**src/adclim_regs.svh**
```systemverilog
// register map constants for the adc limit and auxiliary settings bank
`ifndef ADCLIM_REGS_SVH
`define ADCLIM_REGS_SVH
`define ADCLIM_IDX_LOWER 2'h0
`define ADCLIM_IDX_UPPER 2'h1
`define ADCLIM_IDX_AUX 2'h2
`define ADCLIM_IDX_MAIN 2'h3
`define ADCLIM_LOWER_RESET 16'h8000
`define ADCLIM_UPPER_RESET 16'h7fff
`define ADCLIM_AUX_RESET 16'h0000
`define ADCLIM_MAIN_RESET 16'h0080
`define ADCLIM_AUX_SHUTDOWN 8
`define ADCLIM_AUX_TABLE 7
`define ADCLIM_AUX_PROBE 6
`define ADCLIM_AUX_LEAK 4
`define ADCLIM_AUX_EXTREF 3
`define ADCLIM_AUX_MASK 16'h01d8
`define ADCLIM_MAIN_RATE_HI 7
`define ADCLIM_MAIN_RATE_LO 5
`define ADCLIM_MAIN_STYLE 4
`define ADCLIM_RATE_A0 14'h003e
`define ADCLIM_RATE_A1 14'h007d
`define ADCLIM_RATE_A2 14'h00fa
`define ADCLIM_RATE_A3 14'h01f4
`define ADCLIM_RATE_A4 14'h03e8
`define ADCLIM_RATE_A5 14'h07d0
`define ADCLIM_RATE_A6 14'h0fa0
`define ADCLIM_RATE_A7 14'h1f40
`define ADCLIM_RATE_B0 14'h004b
`define ADCLIM_RATE_B1 14'h0096
`define ADCLIM_RATE_B2 14'h012c
`define ADCLIM_RATE_B3 14'h0258
`define ADCLIM_RATE_B4 14'h04b0
`define ADCLIM_RATE_B5 14'h0960
`define ADCLIM_RATE_B6 14'h12c0
`define ADCLIM_RATE_B7 14'h2580
`endif
```
**src/adclim_pkg.sv**
```systemverilog
// types for the adc limit and auxiliary settings bank
package adclim_pkg;
    typedef struct packed {
        logic [1:0] index;
        logic [15:0] wdata;
        logic wr;
    } adclim_req_t;
    typedef struct packed {
        logic shutdown_pulse;
        logic [2:0] rate_code;
        logic rate_table_select;
        logic open_input_probe_current;
        logic bus_leak_block;
        logic outside_reference_select;
        logic window_style;
    } adclim_ctl_t;
endpackage

```
**src/adclim_bank.sv**
```systemverilog
// limit registers, auxiliary settings and digital comparator of the adc
// Operation
// RULE_01: limits are 16-bit signed, compared against result bits 23 to 8.
// RULE_02: reset loads lower limit 8000h and upper limit 7fffh.
// RULE_03: writing one to shutdown bit 8 powers down; bit self-clears.
// RULE_04: a new conversion is accepted without clearing the shutdown bit.
// RULE_05: table select zero maps rate codes to 6.25 through 800 Hz.
// RULE_06: table select one maps rate codes to 7.5 through 960 Hz.
// RULE_07: probe bit 6 enables a pair of 2 uA sources.
// RULE_08: leak block bit 4 enables the leakage blocking circuit.
// RULE_09: reference bit 3 selects analog input three as reference.
// RULE_10: all auxiliary fields including reserved bit 5 reset to zero.
// RULE_11: rate code sits at main register bits 7 to 5, reset 100.
// RULE_12: compare style zero is hysteresis, one is window comparison.
// RULE_13: auxiliary bits 15 to 9 and 2 to 0 read zero, ignore writes.
// RULE_14: limit registers update whole, never partly written.
`timescale 1ns/1ps
`include "adclim_regs.svh"
module adclim_bank (
    input wire logic sys_clk,
    input wire logic rst_b,
    input wire adclim_pkg::adclim_req_t req,
    input wire logic rd,
    output logic [15:0] rdata,
    input wire logic conv_start,
    input wire logic result_valid,
    input wire logic [23:0] result,
    output logic conv_accept,
    output logic powered_down,
    output adclim_pkg::adclim_ctl_t ctl,
    output logic [13:0] rate_tenths_hz,
    output logic alert
);
    // ----------------------------------------
    // register storage
    // ----------------------------------------
    logic [15:0] lower_alert_limit;
    logic [15:0] upper_alert_limit;
    logic [15:0] aux_settings;
    logic [15:0] main_settings;
    logic shutdown_seen;

    // ----------------------------------------
    // write decode
    // ----------------------------------------
    // strobes are qualified by wr, so the index alone never moves a register
    logic wr_lower;
    logic wr_upper;
    logic wr_aux;
    logic wr_main;

    assign wr_lower = req.wr && (req.index == `ADCLIM_IDX_LOWER);
    assign wr_upper = req.wr && (req.index == `ADCLIM_IDX_UPPER);
    assign wr_aux = req.wr && (req.index == `ADCLIM_IDX_AUX);
    assign wr_main = req.wr && (req.index == `ADCLIM_IDX_MAIN);

    // ----------------------------------------
    // limit registers
    // ----------------------------------------
    // whole-word writes only, so a comparison never sees half a limit
    always_ff @(posedge sys_clk or negedge rst_b) begin
        if (!rst_b) begin
            lower_alert_limit <= `ADCLIM_LOWER_RESET; // see RULE_02
        end else if (wr_lower) begin
            lower_alert_limit <= req.wdata; // see RULE_14
        end
    end

    always_ff @(posedge sys_clk or negedge rst_b) begin
        if (!rst_b) begin
            upper_alert_limit <= `ADCLIM_UPPER_RESET; // see RULE_02
        end else if (wr_upper) begin
            upper_alert_limit <= req.wdata; // see RULE_14
        end
    end

    // ----------------------------------------
    // auxiliary and main settings
    // ----------------------------------------
    // bit 8 lives for one cycle only; that cycle is the shutdown strobe
    always_ff @(posedge sys_clk or negedge rst_b) begin
        if (!rst_b) begin
            aux_settings <= `ADCLIM_AUX_RESET; // see RULE_10
        end else if (wr_aux) begin
            aux_settings <= req.wdata & `ADCLIM_AUX_MASK; // see RULE_13
        end else begin
            aux_settings[`ADCLIM_AUX_SHUTDOWN] <= 1'b0; // see RULE_03
        end
    end

    always_ff @(posedge sys_clk or negedge rst_b) begin
        if (!rst_b) begin
            main_settings <= `ADCLIM_MAIN_RESET; // see RULE_11
        end else if (wr_main) begin
            main_settings <= req.wdata;
        end
    end

    // ----------------------------------------
    // power state
    // ----------------------------------------
    // a start wins over a shutdown in the same cycle
    always_ff @(posedge sys_clk or negedge rst_b) begin
        if (!rst_b) begin
            shutdown_seen <= 1'b0;
        end else if (conv_start) begin
            shutdown_seen <= 1'b0; // see RULE_04
        end else if (aux_settings[`ADCLIM_AUX_SHUTDOWN]) begin
            shutdown_seen <= 1'b1; // see RULE_03
        end
    end
    assign powered_down = shutdown_seen;
    assign conv_accept = conv_start; // see RULE_04

    // ----------------------------------------
    // decoded controls
    // ----------------------------------------
    always_comb begin
        ctl.shutdown_pulse = aux_settings[`ADCLIM_AUX_SHUTDOWN];
        ctl.rate_code = main_settings[`ADCLIM_MAIN_RATE_HI:`ADCLIM_MAIN_RATE_LO];
        ctl.rate_table_select = aux_settings[`ADCLIM_AUX_TABLE];
        ctl.open_input_probe_current = aux_settings[`ADCLIM_AUX_PROBE]; // see RULE_07
        ctl.bus_leak_block = aux_settings[`ADCLIM_AUX_LEAK]; // see RULE_08
        ctl.outside_reference_select = aux_settings[`ADCLIM_AUX_EXTREF]; // see RULE_09
        ctl.window_style = main_settings[`ADCLIM_MAIN_STYLE];
    end

    // ----------------------------------------
    // conversion rate
    // ----------------------------------------
    // lookup keeps both rows exact up to 960 hz; 6.25 hz truncates to 62 tenths
    logic [13:0] next_rate_tenths_hz;

    always_comb begin
        next_rate_tenths_hz = `ADCLIM_RATE_A0;
        if (ctl.rate_table_select) begin
            case (ctl.rate_code)
                3'h0: next_rate_tenths_hz = `ADCLIM_RATE_B0; // see RULE_06
                3'h1: next_rate_tenths_hz = `ADCLIM_RATE_B1; // see RULE_06
                3'h2: next_rate_tenths_hz = `ADCLIM_RATE_B2; // see RULE_06
                3'h3: next_rate_tenths_hz = `ADCLIM_RATE_B3; // see RULE_06
                3'h4: next_rate_tenths_hz = `ADCLIM_RATE_B4; // see RULE_06
                3'h5: next_rate_tenths_hz = `ADCLIM_RATE_B5; // see RULE_06
                3'h6: next_rate_tenths_hz = `ADCLIM_RATE_B6; // see RULE_06
                3'h7: next_rate_tenths_hz = `ADCLIM_RATE_B7; // see RULE_06
                default: next_rate_tenths_hz = `ADCLIM_RATE_B0;
            endcase
        end else begin
            case (ctl.rate_code)
                3'h0: next_rate_tenths_hz = `ADCLIM_RATE_A0; // see RULE_05
                3'h1: next_rate_tenths_hz = `ADCLIM_RATE_A1; // see RULE_05
                3'h2: next_rate_tenths_hz = `ADCLIM_RATE_A2; // see RULE_05
                3'h3: next_rate_tenths_hz = `ADCLIM_RATE_A3; // see RULE_05
                3'h4: next_rate_tenths_hz = `ADCLIM_RATE_A4; // see RULE_05
                3'h5: next_rate_tenths_hz = `ADCLIM_RATE_A5; // see RULE_05
                3'h6: next_rate_tenths_hz = `ADCLIM_RATE_A6; // see RULE_05
                3'h7: next_rate_tenths_hz = `ADCLIM_RATE_A7; // see RULE_05
                default: next_rate_tenths_hz = `ADCLIM_RATE_A0;
            endcase
        end
    end

    // registered, so the rate lags a settings write by one cycle
    always_ff @(posedge sys_clk or negedge rst_b) begin
        if (!rst_b) begin
            rate_tenths_hz <= `ADCLIM_RATE_A4; // matches the reset rate code 100
        end else begin
            rate_tenths_hz <= next_rate_tenths_hz;
        end
    end

    // ----------------------------------------
    // read path
    // ----------------------------------------
    // a cycle without a read strobe leaves the last answer standing
    always_ff @(posedge sys_clk or negedge rst_b) begin
        if (!rst_b) begin
            rdata <= 16'h0000;
        end else if (rd) begin
            case (req.index)
                `ADCLIM_IDX_LOWER: rdata <= lower_alert_limit;
                `ADCLIM_IDX_UPPER: rdata <= upper_alert_limit;
                `ADCLIM_IDX_AUX: rdata <= aux_settings;
                `ADCLIM_IDX_MAIN: rdata <= main_settings;
                default: rdata <= 16'h0000;
            endcase
        end
    end

    // ----------------------------------------
    // comparator
    // ----------------------------------------
    logic signed [15:0] sample;
    logic above;
    logic below;
    logic at_or_below;
    logic next_alert;

    assign sample = result[23:8]; // see RULE_01
    assign above = sample > $signed(upper_alert_limit); // see RULE_01
    assign below = sample < $signed(lower_alert_limit); // see RULE_01
    assign at_or_below = sample <= $signed(lower_alert_limit);

    // hysteresis holds between the limits; window forgets the last sample
    always_comb begin
        next_alert = alert;
        if (ctl.window_style) begin
            next_alert = above || below; // see RULE_12
        end else if (above) begin
            next_alert = 1'b1; // see RULE_12
        end else if (at_or_below) begin
            next_alert = 1'b0; // see RULE_12
        end
    end

    always_ff @(posedge sys_clk or negedge rst_b) begin
        if (!rst_b) begin
            alert <= 1'b0;
        end else if (result_valid) begin
            alert <= next_alert;
        end
    end
endmodule

```
**config.mk**
```make
export PLATFORM = sky130hd
export DESIGN_NAME = adclim_bank
export DESIGN_NICKNAME = d
export VERILOG_FILES = /design/src/adclim_pkg.sv /design/src/adclim_bank.sv
export VERILOG_INCLUDE_DIRS = /design/src /design/src/src
export SDC_FILE = /design/constraint.sdc
export NUM_CORES = 1
export LEC_CHECK = 0
export ABC_CLOCK_PERIOD_IN_PS = 3400
export BUFFER_PORTS_ARGS = -buffer_cell sky130_fd_sc_hd__buf_2
export CORE_UTILIZATION = 35
export DETAILED_ROUTE_END_ITERATION = 8
export PLACE_DENSITY = 0.65
export SLEW_MARGIN = 20
export SYNTH_ARGS = -nofsm -noshare
export SYNTH_HDL_FRONTEND = slang
export SYNTH_SLANG_ARGS = --single-unit
export TNS_END_PERCENT = 5
```
**constraint.sdc**
```tcl
create_clock -name sys_clk -period 3.4 [get_ports sys_clk]
set_clock_uncertainty 0.2 [all_clocks]
set_input_delay 0.34 -clock sys_clk [delete_from_list [all_inputs] [get_ports sys_clk]]
set_output_delay 0.34 -clock sys_clk [all_outputs]
set_load 0.05 [all_outputs]
```
# Word-level counts from Yosys, hierarchy flattened
# Memories as Yosys holds them, arrays and structs flattened.
# Cells that the tools add are included.
# word_totals
input_bits,48
memories,2
rom_bits,216
out_inout_bits,42
reg_bits,85
# memory_table
memory,depth,word_bits,rd,rd_clocked_by_memory_dff,write_ports,line_no,text
(no name shown),8,14,1,0,0,adclim_bank.sv:137,case (ctl.rate_code)
(no name shown),8,13,1,0,0,adclim_bank.sv:149,case (ctl.rate_code)
# classes
reduce_logical,9
mux,8
eq_ne,3
magnitude_cmp,3
# ops
cell,n
$pmux 16 s4,1
$gt 16x16->1,1
$le 16x16->1,1
$lt 16x16->1,1
$mux 14,1
$mux 1,6
$eq 2x2->1 const B,2
$logic_and 1x1->1,4
$reduce_bool 3->1,1
$eq 2x1->1 const B,1
$logic_not 2->1,1
$reduce_and 2->1,1
$reduce_bool 2->1,1
$logic_or 1x1->1,1

# Depth between registers and ports, before layout
# Gate-level depths: netlist of run 1.
# logic_depth
depth_word,4
depth_mapped,9
ltp_nobuf,9

# Worst setup path after synthesis of run 1
# No wires, ideal clock.
# synth_timing
path_kind,flip-flop to flip-flop
start,register lower_alert_limit[15]
end,register alert
path_stages_with_launch,9
arrival_time_ns,1.904
setup_time_ns,0.082
slack_ns,1.213
path_buffers,0
path_cell_list,dfstp_2 -> inv_1 -> ha_1 -> nand4_2 -> a2111o_1 -> o211ai_2 -> nor2_2 -> a31o_1 -> o22ai_1
# synth_between
elab_chain_cells,3
word_cells_on_any_way,6
classes_between,order compare (2); mux (1); reduce/logical (3)
# synth_lines
element,line_no,text
"start, declared",adclim_bank.sv:37,logic [15:0] lower_alert_limit;
"start signal, assigned",adclim_bank.sv:63,lower_alert_limit <= `ADCLIM_LOWER_RESET;
"start signal, assigned",adclim_bank.sv:65,lower_alert_limit <= req.wdata;
$le 16x16->1 / $lt 16x16->1 (equally long branches),"adclim_bank.sv:202, adclim_bank.sv:201",
$reduce_bool 3->1 (no source line) / $logic_or 1x1->1 (equally long branches),n/a,
$reduce_and 2->1 (no source line) / $mux 1 (equally long branches),n/a,
"end signal, assigned",adclim_bank.sv:220,alert <= next_alert;
"end, declared",adclim_bank.sv:32,output logic alert
# Parallel ways exist; a longest one is shown, timed or not.
# A chain may end at the register's enable or synchronous reset.

# Worst setup path after layout of run 1
# layout_timing
start,register upper_alert_limit[5]
end,register alert
# layout_between
elab_chain_cells,3
word_cells_on_any_way,6
classes_between,order compare (1); mux (2); reduce/logical (3)
# layout_lines
element,line_no,text
"start, declared",adclim_bank.sv:38,logic [15:0] upper_alert_limit;
"start signal, assigned",adclim_bank.sv:71,upper_alert_limit <= `ADCLIM_UPPER_RESET;
"start signal, assigned",adclim_bank.sv:73,upper_alert_limit <= req.wdata;
$gt 16x16->1 *,adclim_bank.sv:200,assign above = sample > $signed(upper_alert_limit);
"$reduce_bool 3->1 (no source line), or another cell as far along",n/a,
$reduce_and 2->1 (no source line) / $mux 1 (equally long branches),n/a,
# Every way passes the cells marked *; elsewhere a longest branch is shown, timed or not.

==> flow_metrics.env, run 1 <==
export IMPL_max_freq_mhz=421
export IMPL_io_pins=90
export IMPL_die_w_um=116
export IMPL_rsz0062_at_grt="no"
export IMPL_drtIter0Drc=176
export IMPL_synth_top_cells_by_area="dfrtp_1 (34%), dfstp_2 (13%), ha_1 (10%), mux2_2 (10%), a21oi_1 (4.1%)"
export IMPL_post_cts_buffers=0
export IMPL_status="complete, no violations"
export IMPL_fin_crit_sh_pct=69.9
export IMPL_start_kind="register"
export IMPL_rows=41
export IMPL_yosysUniqueCellTypes=47
export IMPL_wl_per_cell_um=15.5
export IMPL_grt_pass1_wl_mm=16.7
export IMPL_cts_hold_buf=1
export IMPL_min_period_ps=2380
export IMPL_start_util_pct=35.9
export IMPL_finalSetupViolations=0
export IMPL_gp_congestion=0.827
export IMPL_clockBufferDepth=2
export IMPL_synth_edf_count=0
export IMPL_post_place_ws_ps=1090
export IMPL_io_buffers=81
export IMPL_antenna_found_initial=0
export IMPL_cts_repair_resized=0
export IMPL_ir_drop_v=0.000334
export IMPL_htreeDepth=3
export IMPL_crit_fanout=3
export IMPL_dpl_hpwl_mm=7.29
export IMPL_synth_nets=500
export IMPL_netlist_area_mm2=0.00453
export IMPL_die_area_mm2=0.0134
export IMPL_synth_seq_cells=85
export IMPL_cts_num_sinks=85
export IMPL_dr_pass1_iters=4
export IMPL_p_per_area_mw_per_mm2=656
export IMPL_die_y_um=116
export IMPL_slew_headroom_pct=48.9
export IMPL_drc=0
export IMPL_antenna_left=0
export IMPL_cpPeakStageDelay_ps=540
export IMPL_critPathArrivalTime_ps=2400
export IMPL_slowest_stage="dfstp_2"
export IMPL_drive_gt1_share_pct=35.8
export IMPL_vias=3232
export IMPL_synth_top_cell_by_area="dfrtp_1"
export IMPL_dpl_cell_area_mm2=0.00505
export IMPL_cts_root_buffer="clkbuf_16"
export IMPL_mostFrequentLayoutCell="buf_2"
export IMPL_hp_class="in -> reg"
export IMPL_cts_reportedPaths_clkPinSlew_ps=70
export IMPL_cts_buffers=9
export IMPL_gr_total_overflow=0
export IMPL_core_area_mm2=0.0126
export IMPL_netlist_area_leader_share_pct=34.3
export IMPL_n_antenna_cell=0
export IMPL_yosys_warnings=0
export IMPL_post_route_util_pct=42.6
export IMPL_worstSetupPathType="reg -> reg"
export IMPL_nets=572
export IMPL_grtUsageTotal_pct=16.6
export IMPL_wl_mm=10.3
export IMPL_cp_required_ps=3420
export IMPL_crit_chain="inv_1 -> ha_1 -> a21o_1 -> a221o_1 -> a211oi_1 -> o21ai_0 -> mux2i_1 -> o22ai_1"
export IMPL_ys_seq_area_share_pct=47.6
export IMPL_finalMaxSlewViolations=0
export IMPL_tns_ps=0
export IMPL_vias_per_cell=4.87
export IMPL_insertion_delay_ps=340
export IMPL_final_cell_area_mm2=0.00537
export IMPL_hold_viol_final=0
export IMPL_synth_main_ff_cell="dfrtp_1"
export IMPL_tightest_slew_ps=767
export IMPL_area_delta_synth_final_pct=18.7
export IMPL_syn_avg_cell_area_um2=10.9
export IMPL_fin_hold_ws_ps=21.7
export IMPL_final_cell_mix="buf_2 (80), dfrtp_1 (62), mux2_2 (40)"
export IMPL_setup_ws_ps=1020
export IMPL_grt_pass1_vias=3274
export IMPL_grt_max_degree=86
export IMPL_async_flop_share_pct=100
export IMPL_cts_tree="built"
export IMPL_endpoint_kind="register"
export IMPL_maxCapViolations=0
export IMPL_leakage_nw=2.54
export IMPL_syn_inst=415
[synthesized netlist by cell type, types with 2 or more instances]
master / instances
dfrtp_1: 62
mux2_2: 40
a21oi_1: 37
ha_1: 37
inv_1: 35
nor2_1: 31
nand2_1: 26
dfstp_2: 23
o21ai_0: 23
mux2i_1: 18
clkbuf_1: 12
nand4_1: 7
buf_2: 5
buf_4: 5
mux4_2: 5
a211oi_1: 3
a21o_1: 3
a31oi_1: 3
nand2b_1: 3
nor2b_1: 3
nor3b_1: 3
and3_1: 2
buf_1: 2
nand3b_1: 2
o21a_1: 2
o21ai_1: 2
[metrics by stage]
step / std cells / total power, mW
floorplan: 415 / 2.28
global placement: 646 / 2.54
detailed placement: 646 / 2.57
CTS: 663 / 3.56
global route: 664 / 3.72
finish: 664 / 3.52
[kinds of logic after synthesis]
kind of cell / share of synthesized area (%)
xor+xnor: 0.387
simple gates: 9.59
buf+inv: 5.45
compound gates: 10.3
fa+ha+maj: 10.2
flops: 47.6
mux: 16.4
[worst paths after layout]
kind,start,to,slack [ps],depth (start not counted)
worst max-delay path,upper_alert_limit[5],alert,1020,8
worst min-delay path,req[9],lower_alert_limit[8],20,3
worst max register to register,upper_alert_limit[5],alert,1020,8
worst min register to register,powered_down,powered_down,290,2
max in group asynchronous,rst_b,lower_alert_limit[10],2050,2
min in group asynchronous,rst_b,rate_tenths_hz[11],420,2
[worst max-delay path: cells and delay by family, from the launching register on]
kind | cells | cell delay (ps)
AO/OA/AOI/OAI | 5 | 990
flip-flops | 1 | 540
adder cells (fa/ha/maj) | 1 | 290
multiplexers | 1 | 200
buffers and inverters | 1 | 40
[where the power goes]
part	switching, mW	internal (mW)	leakage (nW)
Clock	0.403	0.568	0.131
Combinational	0.750	0.396	1.41
Sequential	0.147	1.26	0.994
[flip-flops by register name, indices dropped and copies added, names as in the netlist]
| signal | flops |
|---|---|
| lower_alert_limit | 16 |
| main_settings | 16 |
| rdata | 16 |
| upper_alert_limit | 16 |
| rate_tenths_hz | 14 |
| aux_settings | 5 |
| alert | 1 |
| powered_down | 1 |
[area by class of cell]
class                      instances  area [um2]
clock buffer                      10         229
tap                              172         215
inverter                          35         131
clock inverter                     6        65.1
multi-input combinational        271        2130
timing repair buffer              85         447
sequential                        85        2160
fill                            1262        7250
[per-layer routing]
metal	GRT usage, %	up-vias	routed length (um)
met1	20.7	1564	4670
met5	0	-	0
li1	-	1577	-
met2	27.9	75	5050
met3	3.82	16	407
met4	6.67	0	179
No activity file was read; power rests on OpenSTA's default activity.
==> run 2: changes to the inputs <==
ABC_CLOCK_PERIOD_IN_PS = 2390   (was 3400)
clock period = 2.39 ns   (was 3.4 ns; I/O delays follow)
==> run 2 against run 1 <==
Non-clock buffer count up 26. Power rose by 45%. Critical path depth did not move. Sequential share of layout area is 2.0 points lower. Utilization up 2.2 points. Final cell count up 3.9%. Worst setup slack worse by 930 ps. Sequential power increased by 41%. Via count increased by 5.3%. Critical endpoint unchanged. Largest cell class is now multi-input combinational cells. Largest power group unchanged. Highest routed layer unchanged.
==> flow_metrics.env, run 2 (same netlist as run 1, synthesis figures left out) <==
export IMPL_worstSetupPathType="reg -> reg"
export IMPL_hold_start="result_valid"
export IMPL_start_kind="register"
export IMPL_tightest_slew_ps=619
export IMPL_maxCapViolations=0
export IMPL_crit_chain="inv_1 -> ha_4 -> nand4_2 -> a2111o_1 -> o211ai_4 -> nor2_2 -> a31o_1 -> o22ai_1"
export IMPL_clockBufferDepth=2
export IMPL_insertion_delay_ps=340
export IMPL_tns_ps=0
export IMPL_mostFrequentLayoutCell="buf_2"
export IMPL_cts_num_sinks=85
export IMPL_hp_class="in -> reg"
export IMPL_grt_max_degree=49
export IMPL_finalMaxSlewViolations=0
export IMPL_p_per_area_mw_per_mm2=906
export IMPL_ir_drop_v=0.000517
export IMPL_fin_hold_ws_ps=69.8
export IMPL_htreeDepth=3
export IMPL_min_period_ps=2290
export IMPL_crit_fanout=6
export IMPL_io_pins=90
export IMPL_final_cell_mix="buf_2 (80), dfrtp_1 (62), mux2_2 (40)"
export IMPL_drtIter0Drc=142
export IMPL_worst_r2r_setup_slack_ps=100
export IMPL_worst_r2r_path_depth=8
export IMPL_max_freq_mhz=436
export IMPL_leakage_nw=2.68
export IMPL_cp_required_ps=2440
export IMPL_rsz0062_at_grt="no"
export IMPL_p_clk_share_pct=28.1
export IMPL_post_cts_buffers=0
export IMPL_grtUsageTotal_pct=17.5
export IMPL_grt_pass1_vias=3494
export IMPL_core_area_mm2=0.0126
export IMPL_swShare_pct=36.4
export IMPL_rows=41
export IMPL_critPathArrivalTime_ps=2340
export IMPL_area_delta_synth_final_pct=24.9
export IMPL_vias=3403
export IMPL_timing_rr_start="lower_alert_limit[15]"
export IMPL_cts_root_buffer="clkbuf_16"
export IMPL_p_switching_mw=1.86
export IMPL_die_y_um=116
export IMPL_nets=598
export IMPL_gr_total_overflow=0
export IMPL_dpl_hpwl_mm=7.81
export IMPL_vias_per_cell=4.93
export IMPL_drc=0
export IMPL_grt_pass1_wl_mm=17.7
export IMPL_dr_pass1_iters=4
export IMPL_cpPeakStageDelay_ps=530
export IMPL_antenna_found_initial=0
export IMPL_slew_headroom_pct=58.8
export IMPL_n_antenna_cell=0
export IMPL_fin_crit_sh_pct=96.0
export IMPL_drive_gt1_share_pct=36.7
export IMPL_reg2reg_to="alert"
export IMPL_hold_viol_final=0
export IMPL_die_area_mm2=0.0134
export IMPL_antenna_left=0
export IMPL_gp_congestion=0.852
export IMPL_crit_family="compound AO/OA/AOI/OAI gates"
export IMPL_pwr_share_comb_pct=33.3
export IMPL_wl_mm=10.5
export IMPL_start_util_pct=35.9
export IMPL_slowest_stage="dfstp_2"
export IMPL_status="complete, no violations"
export IMPL_critPathBufInv=1
export IMPL_endpoint_kind="register"
export IMPL_cts_buffers=9
export IMPL_worstHoldPathCells=3
export IMPL_cts_tree="built"
export IMPL_internal_power_mw=3.26
export IMPL_die_w_um=116
export IMPL_seq_power_share_pct=38.7
export IMPL_io_buffers=81
export IMPL_wl_per_cell_um=15.2
export IMPL_cts_reportedPaths_clkPinSlew_ps=60
export IMPL_finalSetupViolations=0
export IMPL_hold_end="alert"
export IMPL_nFillCells=1235
## run 2: cell types whose count changed in the layout (fill, tap and decap cells not counted), moves of 2 or more
cell,change
clkbuf_8,+2
buf_4,+11
clkinvlp_4,-4
dlygate4sd3_1,+16
## run 2: how the worst max path moves through the flow
| stage | from | end | slack, ps | depth (start not counted) |
|---|---|---|---|---|
| floorplan | lower_alert_limit[15] | alert | 200 | 8 |
| global placement | upper_alert_limit[5] | alert | 120 | 8 |
| detailed placement | lower_alert_limit[15] | alert | 50 | 8 |
| CTS | lower_alert_limit[15] | alert | 5 | 8 |
| global route | upper_alert_limit[5] | alert | 10 | 8 |
| finish | lower_alert_limit[15] | alert | 100 | 8 |
## run 2: per-stage QoR
step	worst slack, ps	util, %	cells	cell area [um2]	total power [mW]
finish	96.7	44.8	690	5650	5.12
global route	14.4	44.8	690	5650	5.42
CTS	5.42	44.6	690	5630	5.16
floorplan	203	-	415	4530	3.25
detailed placement	50.8	40.6	656	5130	3.68
global placement	116	40.6	656	5130	3.63
## run 2: repair_timing
item,in CTS,in global routing
hold buffers,18,0
pin swaps,0,2
hold endpoints to repair,89,0
setup endpoints to repair,1,1
gates resized for setup,2,4
## run 2: area by class of cell
| class | count | area [um2] | share of cell area [%] |
|---|---|---|---|
| multi-input combinational | 271 | 2160 | 38.2 |
| inverter | 35 | 131 | 2.32 |
| tap | 172 | 215 | 3.81 |
| sequential | 85 | 2160 | 38.1 |
| clock inverter | 5 | 57.6 | 1.02 |
| timing repair buffer | 111 | 678 | 12.0 |
| clock buffer | 11 | 253 | 4.47 |
## run 2: power by group through the flow
| stage | registers (mW) | clock network, mW | logic, mW |
|---|---|---|---|
| 2_1_floorplan | 2.44 | 0 | 0.804 |
| 5_1_grt | 2.03 | 1.52 | 1.87 |
| 3_3_place_gp | 1.99 | 0 | 1.64 |
| 6_report | 1.98 | 1.44 | 1.71 |
| 4_1_cts | 1.98 | 1.47 | 1.71 |
| 3_5_place_dp | 2.00 | 0 | 1.67 |
## run 2: tightest hold or removal path: cells and delay by family
kind	cells	cell delay [ps]
AO/OA/AOI/OAI	2	190
buffers and inverters	1	130
## run 2: routing by layer
| layer | vias up | wire length, um | track usage (%) |
|---|---|---|---|
| met5 | - | 0 | 0 |
| met4 | 0 | 156 | 5.98 |
| met3 | 17 | 456 | 3.97 |
| met2 | 86 | 5210 | 30.2 |
| met1 | 1655 | 4700 | 21.7 |
| li1 | 1645 | - | - |
